**config.mk**
```make
export PLATFORM = sky130hd
export DESIGN_NAME = pic_device_flat
export DESIGN_NICKNAME = d
export VERILOG_FILES = /design/src/rtl/pic_pkg.sv /design/src/rtl/pic_link_if.sv /design/src/rtl/pic_unit.sv /design/src/rtl/pic_device.sv /design/src/flat_wrapper.sv
export SDC_FILE = /design/constraint.sdc
export NUM_CORES = 1
export LEC_CHECK = 0
export BUFFER_PORTS_ARGS = -buffer_cell sky130_fd_sc_hd__buf_2
export CORE_ASPECT_RATIO = 1.2
export CORE_UTILIZATION = 25
export CTS_CLUSTER_SIZE = 30
export DETAILED_ROUTE_END_ITERATION = 16
export GPL_TIMING_DRIVEN = 0
export SLEW_MARGIN = 0
export SYNTH_ARGS = -nofsm -noshare
export SYNTH_HDL_FRONTEND = slang
export SYNTH_SLANG_ARGS = --single-unit
export TNS_END_PERCENT = 5
```
**constraint.sdc**
```tcl
create_clock -name clk_sys_in -period 4.65 [get_ports clk_sys_in]
set_clock_uncertainty 0.1 [all_clocks]
set_input_delay 0.2325 -clock clk_sys_in [delete_from_list [all_inputs] [get_ports clk_sys_in]]
set_output_delay 0.2325 -clock clk_sys_in [all_outputs]
set_load 0.05 [all_outputs]
```
**src/rtl/pic_pkg.sv**
```systemverilog
// Purpose: shared constants for the cascaded interrupt controller pair
// Assumes: byte-wide I/O ports, 16-bit I/O address
// Notes: every port offset lives here; vector base and cascade fields and their 00h resets are coded in the modules
package pic_pkg;
   // ----------------------------------------------------------------
   // port map
   // ----------------------------------------------------------------
   localparam logic [15:0] MASTER_EVEN_PORT = 16'h0020;
   localparam logic [15:0] MASTER_ODD_PORT = 16'h0021;
   localparam logic [15:0] SLAVE_EVEN_PORT = 16'h00a0;
   localparam logic [15:0] SLAVE_ODD_PORT = 16'h00a1;
   localparam logic [15:0] MASTER_TRIGGER_PORT = 16'h04d0;
   localparam logic [15:0] SLAVE_TRIGGER_PORT = 16'h04d1;
   localparam logic [15:0] ALIAS_BLOCK_MASK = 16'hffe0;
   localparam logic [15:0] ALIAS_SEL_MASK = 16'h0001;
   // ----------------------------------------------------------------
   // field positions
   // ----------------------------------------------------------------
   localparam int INIT_SELECT_BIT = 4;
   localparam int LEVEL_TRIGGER_BIT = 3;
   localparam int ADDRESS_INTERVAL_BIT = 2;
   localparam int SINGLE_CASCADE_BIT = 1;
   localparam int WORD_FOUR_NEEDED_BIT = 0;
   localparam int OP_WORD_SELECT_BIT = 3;
   localparam int SPECIAL_MASK_BIT = 5;
   localparam int PROCESSOR_MODE_BIT = 0;
   // ----------------------------------------------------------------
   // reset values and recommended programming
   // ----------------------------------------------------------------
   localparam logic [7:0] IRQ_MASK_RESET = 8'h00;
   localparam logic [7:0] TRIGGER_RESET = 8'h00;
   localparam logic [7:0] INIT_WORD_FOUR_RESET = 8'h01;
   localparam logic [7:0] OP_WORD_TWO_RESET = 8'h20;
   localparam logic [7:0] OP_WORD_THREE_RESET = 8'h22;
   localparam logic [7:0] OP_WORD_THREE_RO_MASK = 8'h63;
   localparam logic [2:0] SLAVE_ADDR_RESET = 3'h7;
   localparam logic [2:0] LOWEST_PRIO_RESET = 3'h7;
   localparam logic [7:0] INIT_WORD_ONE_VALUE = 8'h11;
   localparam logic [7:0] MASTER_VECTOR_BASE = 8'h08;
   localparam logic [7:0] SLAVE_VECTOR_BASE = 8'h70;
   localparam logic [7:0] MASTER_CASCADE_VALUE = 8'h04;
   localparam logic [7:0] SLAVE_ID_VALUE = 8'h02;
   localparam logic [7:0] INIT_WORD_FOUR_VALUE = 8'h01;
   localparam logic [7:0] IDLE_READ_DATA = 8'hff;
   // init sequence states
   typedef enum logic [1:0] {
      INIT_IDLE,
      INIT_WAIT_VECTOR,
      INIT_WAIT_CASCADE,
      INIT_WAIT_FOUR
   } init_state_t;
   // host command codes
   localparam logic [1:0] CMD_NONE = 2'h0;
   localparam logic [1:0] CMD_INIT = 2'h1;
   localparam logic [1:0] CMD_ACK = 2'h2;
endpackage

```
**src/rtl/pic_link_if.sv**
```systemverilog
// Purpose: I/O and acknowledge link between host and controller pair
// Assumes: one clock, all signals synchronous
// Notes: data bus split into host and device directions
`timescale 1ns/1ns
`default_nettype none
interface pic_link_if;
   logic [15:0] io_addr;
   logic [7:0] io_wdata;
   logic io_wr;
   logic io_rd;
   logic [7:0] io_rdata;
   logic [7:0] irq_lines;
   logic [7:0] slave_irq_lines;
   logic irq_acknowledge_n;
   logic [7:0] ack_vector;
   logic ack_vector_valid;
   logic cpu_irq_out;
   modport host (
      output io_addr, io_wdata, io_wr, io_rd, irq_acknowledge_n,
      input io_rdata, ack_vector, ack_vector_valid, cpu_irq_out
   );
   modport device (
      input io_addr, io_wdata, io_wr, io_rd, irq_acknowledge_n, irq_lines,
      input slave_irq_lines,
      output io_rdata, ack_vector, ack_vector_valid, cpu_irq_out
   );
endinterface
`default_nettype wire

```
**src/rtl/pic_unit.sv**
```systemverilog
// Purpose: one interrupt controller: init sequence, mask, vector
// Assumes: write and read strobes one cycle long
// Notes: master and slave are two instances of this module
`timescale 1ns/1ns
`default_nettype none
module pic_unit (
   input wire logic clk_sys_in,
   input wire logic rst_in,
   input wire logic en_in,
   input wire logic even_wr_in,
   input wire logic odd_wr_in,
   input wire logic [7:0] wdata_in,
   input wire logic [7:0] req_in,
   input wire logic [2:0] ack_level_in,
   output logic [7:0] irq_mask_out,
   output logic [7:0] op_word_three_out,
   output logic [7:0] vector_out,
   output logic [7:0] cascade_out,
   output logic initialising_out,
   output logic [7:0] pending_out
);
   import pic_pkg::*;
   init_state_t state;
   logic [7:0] vector_base;
   logic [7:0] init_four;
   logic [7:0] op_two;
   logic [2:0] slave_addr;
   logic [2:0] lowest_prio;
   logic init_start;
   assign init_start = even_wr_in && wdata_in[INIT_SELECT_BIT];
   // ----------------------------------------------------------------
   // init sequence: bits 3,2 ignored, trigger from select regs
   // ----------------------------------------------------------------
   always_ff @(posedge clk_sys_in) begin
      if (rst_in) begin
         state <= INIT_IDLE;
      end else if (en_in) begin
         if (init_start) begin
            state <= INIT_WAIT_VECTOR;
         end else if (odd_wr_in) begin
            case (state)
               INIT_WAIT_VECTOR: state <= INIT_WAIT_CASCADE;
               INIT_WAIT_CASCADE: state <= INIT_WAIT_FOUR;
               INIT_WAIT_FOUR: state <= INIT_IDLE;
               default: state <= INIT_IDLE;
            endcase
         end
      end
   end
   // init-word stores, write-only from the host's view
   always_ff @(posedge clk_sys_in) begin
      if (rst_in) begin
         vector_base <= 8'h00;
         cascade_out <= 8'h00;
         init_four <= INIT_WORD_FOUR_RESET;
      end else if (en_in && odd_wr_in) begin
         case (state)
            INIT_WAIT_VECTOR: vector_base <= {wdata_in[7:3], 3'h0};
            INIT_WAIT_CASCADE: cascade_out <= wdata_in;
            INIT_WAIT_FOUR: init_four <= wdata_in;
            default: vector_base <= vector_base;
         endcase
      end
   end
   // mask: cleared by init, written once idle
   always_ff @(posedge clk_sys_in) begin
      if (rst_in) begin
         irq_mask_out <= IRQ_MASK_RESET;
      end else if (en_in) begin
         if (init_start) begin
            irq_mask_out <= IRQ_MASK_RESET;
         end else if (odd_wr_in && state == INIT_IDLE) begin
            irq_mask_out <= wdata_in;
         end
      end
   end
   // operation words, steered by bit 3 when bit 4 is clear
   always_ff @(posedge clk_sys_in) begin
      if (rst_in) begin
         op_two <= OP_WORD_TWO_RESET;
         op_word_three_out <= OP_WORD_THREE_RESET;
         slave_addr <= SLAVE_ADDR_RESET;
         lowest_prio <= LOWEST_PRIO_RESET;
      end else if (en_in) begin
         if (init_start) begin
            slave_addr <= SLAVE_ADDR_RESET;
            lowest_prio <= LOWEST_PRIO_RESET;
            // clears special mask and selects pending-request status read
            op_word_three_out <= OP_WORD_THREE_RESET;
         end else if (even_wr_in) begin
            if (wdata_in[OP_WORD_SELECT_BIT]) begin
               op_word_three_out <= wdata_in;
            end else begin
               op_two <= wdata_in;
            end
         end
      end
   end
   // vector: base plus level index of serviced input
   always_ff @(posedge clk_sys_in) begin
      if (rst_in) begin
         vector_out <= 8'h00;
         pending_out <= 8'h00;
         initialising_out <= 1'b0;
      end else if (en_in) begin
         vector_out <= {vector_base[7:3], ack_level_in};
         pending_out <= req_in;
         initialising_out <= (state != INIT_IDLE) || init_start;
      end
   end
endmodule
`default_nettype wire

```
**src/rtl/pic_device.sv**
```systemverilog
// Purpose: cascaded controller pair with port decode and trigger regs
// Assumes: io strobes one cycle, read data the cycle after
// Notes: priority resolution is lowest-index-first, unmasked only
`timescale 1ns/1ns
`default_nettype none
module pic_device (
   input wire logic clk_sys_in,
   input wire logic rst_in,
   input wire logic en_in,
   pic_link_if.device link
);
   import pic_pkg::*;
   logic m_even, m_odd, s_even, s_odd, m_trig, s_trig;
   logic [7:0] m_mask, s_mask, m_op3, s_op3, m_vec, s_vec, m_casc, s_casc;
   logic [7:0] m_pend, s_pend;
   logic [7:0] m_trigger, s_trigger;
   logic [7:0] next_rdata;
   logic [7:0] m_req, s_req, m_live, s_live;
   logic [2:0] m_level, s_level;
   logic m_any, s_any;
   logic ack_prev, ack_second;
   logic [2:0] bcast_id;
   // ----------------------------------------------------------------
   // port decode with aliases
   // ----------------------------------------------------------------
   function automatic logic hit(input logic [15:0] a, input logic [15:0] base);
      hit = ((a & ALIAS_BLOCK_MASK) == (base & ALIAS_BLOCK_MASK)) && a[1:0] == base[1:0];
   endfunction
   assign m_even = hit(link.io_addr, MASTER_EVEN_PORT);
   assign m_odd = hit(link.io_addr, MASTER_ODD_PORT);
   assign s_even = hit(link.io_addr, SLAVE_EVEN_PORT);
   assign s_odd = hit(link.io_addr, SLAVE_ODD_PORT);
   assign m_trig = link.io_addr == MASTER_TRIGGER_PORT;
   assign s_trig = link.io_addr == SLAVE_TRIGGER_PORT;
   // ----------------------------------------------------------------
   // trigger select registers
   // ----------------------------------------------------------------
   always_ff @(posedge clk_sys_in) begin
      if (rst_in) begin
         m_trigger <= TRIGGER_RESET;
         s_trigger <= TRIGGER_RESET;
      end else if (en_in && link.io_wr) begin
         if (m_trig) m_trigger <= link.io_wdata;
         if (s_trig) s_trigger <= link.io_wdata;
      end
   end
   // edge inputs are latched on rise; level inputs follow the line
   logic [7:0] m_prev, s_prev, m_edge, s_edge;
   always_ff @(posedge clk_sys_in) begin
      if (rst_in) begin
         m_prev <= 8'h00;
         s_prev <= 8'h00;
         m_edge <= 8'h00;
         s_edge <= 8'h00;
      end else if (en_in) begin
         m_prev <= link.irq_lines;
         s_prev <= link.slave_irq_lines;
         // set wins over the acknowledge clear
         m_edge <= (m_edge & ~((ack_second && m_level != 3'h2 ? 8'h01 << m_level : 8'h00)))
                   | (link.irq_lines & ~m_prev);
         s_edge <= (s_edge & ~((ack_second && m_level == 3'h2 ? 8'h01 << s_level : 8'h00)))
                   | (link.slave_irq_lines & ~s_prev);
      end
   end
   assign s_req = (s_trigger & link.slave_irq_lines) | (~s_trigger & s_edge);
   assign s_live = s_req & ~s_mask;
   assign m_req = ((m_trigger & link.irq_lines) | (~m_trigger & m_edge))
                  | {5'h00, s_live != 8'h00, 2'h0}; // slave cascades on input 2
   assign m_live = m_req & ~m_mask;
   // lowest index wins; full priority rotation is out of scope
   always_comb begin
      m_level = 3'h0;
      s_level = 3'h0;
      m_any = 1'b0;
      s_any = 1'b0;
      for (int i = 7; i >= 0; i--) begin
         if (m_live[i]) begin
            m_level = 3'(i);
            m_any = 1'b1;
         end
         if (s_live[i]) begin
            s_level = 3'(i);
            s_any = 1'b1;
         end
      end
   end
   // ----------------------------------------------------------------
   // the two controllers
   // ----------------------------------------------------------------
   pic_unit master_unit (
      .clk_sys_in(clk_sys_in),
      .rst_in(rst_in),
      .en_in(en_in),
      .even_wr_in(link.io_wr && m_even),
      .odd_wr_in(link.io_wr && m_odd),
      .wdata_in(link.io_wdata),
      .req_in(m_req),
      .ack_level_in(m_level),
      .irq_mask_out(m_mask),
      .op_word_three_out(m_op3),
      .vector_out(m_vec),
      .cascade_out(m_casc),
      .initialising_out(),
      .pending_out(m_pend)
   );
   pic_unit slave_unit (
      .clk_sys_in(clk_sys_in),
      .rst_in(rst_in),
      .en_in(en_in),
      .even_wr_in(link.io_wr && s_even),
      .odd_wr_in(link.io_wr && s_odd),
      .wdata_in(link.io_wdata),
      .req_in(s_req),
      .ack_level_in(s_level),
      .irq_mask_out(s_mask),
      .op_word_three_out(s_op3),
      .vector_out(s_vec),
      .cascade_out(s_casc),
      .initialising_out(),
      .pending_out(s_pend)
   );
   // ----------------------------------------------------------------
   // read path: even port returns pending register (status default)
   // ----------------------------------------------------------------
   always_comb begin
      next_rdata = IDLE_READ_DATA;
      if (m_even) next_rdata = m_pend;
      else if (m_odd) next_rdata = m_mask;
      else if (s_even) next_rdata = s_pend;
      else if (s_odd) next_rdata = s_mask;
      else if (m_trig) next_rdata = m_trigger;
      else if (s_trig) next_rdata = s_trigger;
   end
   always_ff @(posedge clk_sys_in) begin
      if (rst_in) begin
         link.io_rdata <= 8'h00;
      end else if (en_in && link.io_rd) begin
         link.io_rdata <= next_rdata;
      end
   end
   // ----------------------------------------------------------------
   // acknowledge: second low pulse returns the vector
   // ----------------------------------------------------------------
   assign ack_second = !link.irq_acknowledge_n && ack_prev;
   assign bcast_id = m_casc[2] && m_level == 3'h2 ? 3'h2 : 3'h7;
   always_ff @(posedge clk_sys_in) begin
      if (rst_in) begin
         ack_prev <= 1'b0;
         link.ack_vector <= 8'h00;
         link.ack_vector_valid <= 1'b0;
         link.cpu_irq_out <= 1'b0;
      end else if (en_in) begin
         // a pulse toggles first/second; reset back after the second
         if (!link.irq_acknowledge_n) ack_prev <= !ack_prev;
         link.ack_vector_valid <= ack_second;
         if (ack_second) begin
            // slave answers only on an id match with broadcast code
            if (bcast_id == s_casc[2:0]) link.ack_vector <= {s_vec[7:3], s_level};
            else link.ack_vector <= {m_vec[7:3], m_level};
         end
         link.cpu_irq_out <= m_any;
      end
   end
   logic unused;
   assign unused = ^{m_op3, s_op3, s_any};
endmodule
`default_nettype wire

```
**src/flat_wrapper.sv**
```systemverilog
// flat-port wrapper written by rule: the top's interface ports become plain ports
module pic_device_flat import pic_pkg::*;
  (clk_sys_in, rst_in, en_in, link_io_addr, link_io_wdata, link_io_wr, link_io_rd, link_irq_acknowledge_n, link_irq_lines, link_slave_irq_lines, link_io_rdata, link_ack_vector, link_ack_vector_valid, link_cpu_irq_out);
  pic_link_if link_i ();
  input wire logic clk_sys_in;
  input wire logic rst_in;
  input wire logic en_in;
  input wire logic [$bits(link_i.io_addr)-1:0] link_io_addr;
  input wire logic [$bits(link_i.io_wdata)-1:0] link_io_wdata;
  input wire logic [$bits(link_i.io_wr)-1:0] link_io_wr;
  input wire logic [$bits(link_i.io_rd)-1:0] link_io_rd;
  input wire logic [$bits(link_i.irq_acknowledge_n)-1:0] link_irq_acknowledge_n;
  input wire logic [$bits(link_i.irq_lines)-1:0] link_irq_lines;
  input wire logic [$bits(link_i.slave_irq_lines)-1:0] link_slave_irq_lines;
  output wire logic [$bits(link_i.io_rdata)-1:0] link_io_rdata;
  output wire logic [$bits(link_i.ack_vector)-1:0] link_ack_vector;
  output wire logic [$bits(link_i.ack_vector_valid)-1:0] link_ack_vector_valid;
  output wire logic [$bits(link_i.cpu_irq_out)-1:0] link_cpu_irq_out;
  assign link_i.io_addr = link_io_addr;
  assign link_i.io_wdata = link_io_wdata;
  assign link_i.io_wr = link_io_wr;
  assign link_i.io_rd = link_io_rd;
  assign link_i.irq_acknowledge_n = link_irq_acknowledge_n;
  assign link_i.irq_lines = link_irq_lines;
  assign link_i.slave_irq_lines = link_slave_irq_lines;
  assign link_io_rdata = link_i.io_rdata;
  assign link_ack_vector = link_i.ack_vector;
  assign link_ack_vector_valid = link_i.ack_vector_valid;
  assign link_cpu_irq_out = link_i.cpu_irq_out;
  pic_device u_core (.clk_sys_in(clk_sys_in), .rst_in(rst_in), .en_in(en_in), .link(link_i));
endmodule
```
* Yosys cells after proc, flatten, opt, wreduce, memory -nomap -nowiden
Cells that the tools add are included.
** Cells by class
- Reductions and logical operators :: 42
- Shift-type cells :: 2
- Muxes and demuxes :: 44
- Equality and inequality tests :: 12
- Bitwise operators :: 24
** Operators by type and width (number)
- 8-bit two-way mux :: 13
- 8-bit bitwise AND :: 10
- 8-bit inverter :: 8
- 3-bit two-way mux :: 17
- 16-bit by 11-bit == test with 1-bit output (second input constant) :: 2
- 8-bit bitwise OR :: 4
- 2-bit AND reduction :: 12
- 1-bit logical AND :: 20
- 1-bit by 3-bit << shifter with 8-bit output (first input constant) :: 2
- 11-bit by 1-bit == test with 1-bit output (second input constant) :: 1
- 11-bit by 3-bit == test with 1-bit output (second input constant) :: 1
- 1-bit two-way mux :: 8
- 2-bit two-way mux :: 4
- 8-bit by 3-bit bitwise OR with 8-bit output :: 1
- 2-bit case mux with 2 select lines :: 2
- 2-bit nonzero test :: 4
- 8-bit nonzero test :: 1
- 2-bit by 1-bit == test with 1-bit output (second input constant) :: 3
- 2-bit logical NOT :: 3
- 2-bit == test (second input constant) :: 2
- 3-bit by 2-bit == test with 1-bit output (second input constant) :: 1
- 3-bit == test :: 1
- 3-bit by 2-bit != test with 1-bit output (second input constant) :: 1
- 1-bit logical NOT :: 2
- 1-bit inverter :: 1
** Word-level totals
- Bits of input ports :: 46
- Register bits :: 135
- Output and inout port bits :: 18
- Word-level logic and storage cells :: 147

* Depth between registers and ports, before layout
- Depth in word-level cells :: 21
- Gate-level depth with buffers :: 8
- Mapped depth without buffers :: 7

* Hierarchy
Synthesis repeated with hierarchy kept, for this count alone.
** Unflattened totals
- Cell total of the unflattened synthesis :: 759
- Area total of the unflattened synthesis :: 7267.0 um2
** Modules (own cells, without submodules)
- pic_unit :: seq. area each 960.9 um2, instances 2, area an instance 1835.5 um2, cells each 172
- pic_device :: seq. area each 1341.3 um2, instances 1, area an instance 3595.9 um2, cells each 415

* Worst setup path before layout
No wires, ideal clock.
- Path kind :: register to register
- Start :: register u_core.s_trigger[6]
- End :: register u_core.m_edge[7]
- Data arrival time :: 2.400 ns
- Stages on the path, launching flop included :: 8
- Path slack :: 2.036 ns
- Library setup time :: 0.115 ns
- Clock period less this slack :: 2.614 ns
- Buffers on the path :: 0
- Data required time :: 4.435 ns
- Cell sequence :: dfxtp_1 mux2i_2 o22ai_1 nor4_4 a21oi_2 or4_4 o41a_1 o21a_1
** On the way
- Longest elaborated chain between the ends :: 16
- Elaborated cells between the ends (all ways) :: 18
- Classes of those cells :: 1 x eq/ne; 1 x shift; 4 x mux; 10 x bitwise; 2 x reduce/logical
** Ends and longest elaborated chain
- start: declaration :: line pic_device.sv:16 : logic [7:0] m_trigger, s_trigger;
- start signal: assignment :: line pic_device.sv:44 : if (s_trig) s_trigger <= link.io_wdata;
- 8-bit inverter :: line pic_device.sv:65 : assign s_req = (s_trigger & link.slave_irq_lines) | (~s_trigger & s_edge);
- 8-bit bitwise AND :: line pic_device.sv:65
- 8-bit bitwise OR * :: line pic_device.sv:65
- 8-bit bitwise AND * :: line pic_device.sv:66 : assign s_live = s_req & ~s_mask;
- 8-bit nonzero test * :: line pic_device.sv:68 : | {5'h00, s_live != 8'h00, 2'h0};
- 8-bit by 3-bit bitwise OR with 8-bit output * :: line pic_device.sv:68
- 8-bit bitwise AND * :: line pic_device.sv:69 : assign m_live = m_req & ~m_mask;
- 3-bit two-way mux * (3 in series) :: line pic_device.sv:77 : if (m_live[i]) begin
- 3-bit by 2-bit != test with 1-bit output :: line pic_device.sv:59 : m_edge <= (m_edge & ~((ack_second && m_level != 3'h2 ? 8'h01 << m_level : 8'h00)))
- 1-bit logical AND :: line pic_device.sv:59
- 8-bit two-way mux * :: line pic_device.sv:59
- 8-bit inverter * :: line pic_device.sv:59
- 8-bit bitwise AND * :: line pic_device.sv:59
- 8-bit bitwise OR * :: line pic_device.sv:60 : | (link.irq_lines & ~m_prev);
- end signal: assignment :: line pic_device.sv:59
- end: declaration :: line pic_device.sv:48 : logic [7:0] m_prev, s_prev, m_edge, s_edge;
Every way passes the cells marked *; elsewhere a longest branch is shown, timed or not.
A chain may end at the register's enable or synchronous reset.

* Worst setup path in the final report
- Start :: register u_core.s_trigger[0]
- End :: register u_core.link.ack_vector[1]
** On the way
- Longest elaborated chain between the ends :: 15
- Elaborated cells between the ends (all ways) :: 17
- Classes of those cells :: 2 x eq/ne; 6 x mux; 7 x bitwise; 2 x reduce/logical
** Ends and longest elaborated chain
- 8-bit inverter :: line pic_device.sv:65
- 8-bit bitwise AND :: line pic_device.sv:65
- 8-bit bitwise OR * :: line pic_device.sv:65
- 8-bit bitwise AND * :: line pic_device.sv:66
- 8-bit nonzero test :: line pic_device.sv:68
- 8-bit by 3-bit bitwise OR with 8-bit output :: line pic_device.sv:68
- 8-bit bitwise AND :: line pic_device.sv:69
- 3-bit two-way mux (3 in series) :: line pic_device.sv:77
- 3-bit by 2-bit == test with 1-bit output :: line pic_device.sv:145 : assign bcast_id = m_casc[2] && m_level == 3'h2 ? 3'h2 : 3'h7;
- 1-bit logical AND :: line pic_device.sv:145
- 3-bit two-way mux :: line pic_device.sv:145
- 3-bit == test :: line pic_device.sv:158 : if (bcast_id == s_casc[2:0]) link.ack_vector <= {s_vec[7:3], s_level};
- 8-bit two-way mux * :: line pic_device.sv:158
- end signal: assignment :: line pic_device.sv:158
- end signal: assignment :: line pic_device.sv:159 : else link.ack_vector <= {m_vec[7:3], m_level};
- end: declaration :: line pic_link_if.sv:25 : output io_rdata, ack_vector, ack_vector_valid, cpu_irq_out
Marked as above.

==> flow_summary.toml <==
[setup_path]
critPathTopFamily = "simple AND/OR/NAND/NOR gates"
cp.arrival_ns = 3.56
cp-start-kind = "flip-flop"
cp_num_cells = 7
slowest_stage = "nor4_1"
crit_path_cell_trace = "mux2i_1 -> o22ai_1 -> nor4_4 -> a21oi_2 -> nor4_1 -> o31ai_1 -> a31o_2"
critPathMaxFanout = 8
end_kind = "flip-flop"
slowest_delay_ns = 0.91
critPathRequiredTime_ns = 4.88
critPathKind = "reg -> reg"
path_buf_inv = 0
ff2ff_path_depth = 7

[global_route]
grt_max_degree = 17
grt_usage_pct = 16.4
grt.overflow.total = 0
antenna_found_initial = 2
grt_pass1_vias = 5331
grt_pass1_wl_um = 29500

[finish]
nets = 810
layout.cells.non_filler = 1082
drive_gt1_share_pct = 15.3
area_growth_pct = 24.9

[place]
gp_congestion = 0.876
dpl.cell_count = 1036
hpwl_um = 14300
portBuffers = 61

[floorplan]
initial_core_util_pct = 25.8
die_w_um = 142
io-pin-count = 64
core_area_sq_um = 22700
fp-row-count = 60
die_h_um = 170
dieArea_sq_um = 24000

[detailed_routing]
num_vias = 5462
firstDrtPassIters = 5
drc_errors = 0
postRouteAntennaNets = 0
routedWlPerCell_um = 17.6
viasPerCell = 5.05
routed_wl_um = 19000
drtIter0Drc = 331

[pwr]
power_leakage_nw = 2.81
vdd_drop_max_mv = 0.156
pwr_density_cell_nw_per_um2 = 389

[synthesis]
ys_ff_latch = 127
yosysSeqAreaShare_pct = 43.5
synth_nets = 717
syn_area_per_cell_sq_um = 8.79
synth-async-reset-ratio_pct = 0
ys_types = 51
syn_inst = 665
synth-edff-count = 0
synth_most_common_cell = "dfxtp_1"
syn-cell-area_sq_um = 5850
synth_flop_cell = "dfxtp_1"
synth.top_cell.area_share_pct = 43.5
synthTopCellsByCount = "127 x dfxtp_1, 112 x nor2_1, 65 x mux2i_1, 37 x clkbuf_1, 33 x a21oi_1"
yosysWarnings = 0
yosys.area.top_type = "dfxtp_1"
ys_top_cells_by_area = "dfxtp_1 43%, mux2i_1 11%, nor2_1 7.2%"

[sta]
setup_tns_ns = 0
max_freq_ghz = 0.300
tightest_slew_ns = 1.00
setup_viol_count_final = 0
drv_slew = 0
rsz0062_at_grt = "no"
period_share_pct = 71.7
hold_viol_final = 0
slew-limit-headroom_pct = 32.5
period_needed_ns = 3.33

[job]
cap_violations = 0

[clock_network]
clockRootBuffer = "clkbuf_16"
ctsHoldBuffers = 13
cts_buffer_depth = 2
ctsResizeCount = 0
cts.reportedPaths.clkPinSlew_ns = 0.06
h-tree-depth = 4
cts_tree = "done"
clk_latency_ns = 0.43
cts_setup_buffers = 0
numCtsBuffers = 17
numClockSinks = 127

[min_path]
hold_path_depth = 3
min_path_type = "in -> reg"

[status]
status = "finished, final reports clean"
[layer usage]
| metal | up-vias | track usage [%] | wire length [um] |
|---|---|---|---|
| met5 | - | 0 | 0 |
| met4 | 0 | 7.57 | 620 |
| met3 | 38 | 5.05 | 1170 |
| met2 | 175 | 27.3 | 9180 |
| met1 | 2633 | 19.3 | 8060 |
| li1 | 2616 | - | - |
[placed cells by master, fill, tap and decap left out, types with 9 or more instances in the layout]
cell type      synthesis  routed
dfxtp_1              127     127
nor2_1               112     112
mux2i_1               65      65
buf_2                  0      61
clkbuf_1              37      37
a21oi_1               33      33
nand2_1               32      32
nand3_1               23      23
o21ai_0               23      23
inv_1                 20      20
o22ai_1               19      19
a211oi_1              19      19
mux2_2                17      17
clkbuf_16              0      17
dlygate4sd3_1          0      13
nor4_1                11      11
nand4_1               11      11
nand3b_1              11      11
a22oi_1               10      10
a31oi_1                9       9
[power by group]
group	switching (mW)	total (mW)	internal, mW	leakage, nW
registers	0.0188	1.14	1.12	1.04
clock network	0.501	1.41	0.909	0.300
logic	0.191	0.290	0.0995	1.48
total	0.710	2.84	2.13	2.81
[cell families (layout without fill, tap and decap cells)]
group                      Yosys count  in the layout  share of synthesized area, %
AOI/OAI and AO/OA                  150            150                          17.0
xor gates and xnor gates             1              1                         0.150
adders and majority gates            6              6                          1.28
buffers and inverters               59            164                          3.79
DFF                                127            127                          43.5
muxes                               83             83                          14.6
other                                0              2                             0
and+or+nand+nor                    239            239                          19.6
[sequential cells by signal, indices dropped and copies added (netlist names), 3 cells and up]
| name | cells |
|---|---|
| u_core.slave_unit.vector_base | 5 |
| u_core.slave_unit.irq_mask_out | 8 |
| u_core.master_unit.pending_out | 8 |
| u_core.master_unit.vector_base | 5 |
| u_core.s_trigger | 8 |
| u_core.m_edge | 8 |
| u_core.slave_unit.pending_out | 8 |
| u_core.link.io_rdata | 8 |
| u_core.master_unit.vector_out | 5 |
| u_core.slave_unit.cascade_out | 3 |
| u_core.slave_unit.vector_out | 5 |
| u_core.s_edge | 8 |
| u_core.master_unit.irq_mask_out | 8 |
| u_core.s_prev | 8 |
| u_core.m_prev | 8 |
| u_core.m_trigger | 8 |
| u_core.link.ack_vector | 8 |
[final timing paths]
path,from,endpoint,slack [ns]
setup / recovery,u_core.s_trigger[0],u_core.link.ack_vector[1],1.32
hold / removal,link_irq_lines[7],u_core.m_prev[7],0.006
setup reg to reg,u_core.s_trigger[0],u_core.link.ack_vector[1],1.32
hold reg to reg,u_core.master_unit.cascade_out[2],u_core.master_unit.cascade_out[2],0.35
[metrics by stage]
step | cell area, sq um | utilization [%] | power, mW | setup slack (ns) | hold WS [ns]
2_1_floorplan | 5850 | - | 1.34 | 2.04 | 0.276
3_3_place_gp | 6540 | 28.9 | 1.44 | 1.50 | 0.348
3_5_place_dp | 6540 | 28.9 | 1.45 | 1.48 | 0.346
4_1_cts | 7300 | 32.2 | 2.85 | 1.46 | 0.000440
5_1_grt | 7300 | 32.2 | 2.93 | 1.24 | 0.0166
6_report | 7300 | 32.2 | 2.84 | 1.32 | 0.00577
[worst min-delay path, stage by stage]
cell	delay (ns)
buf_2	0.12
mux2i_1	0.07
nor2_1	0.07
[area by class of cell]
class | instances | area [sq um]
fill | 2422 | 15400
multi-input combinational | 479 | 3080
sequential | 127 | 2540
clock buffer | 22 | 494
timing repair buffer | 74 | 435
tap | 310 | 388
buffer | 39 | 146
clock inverter | 9 | 131
inverter | 20 | 75.1
antenna | 2 | 5.00
Note: power is estimated with default switching activity, not from simulation.
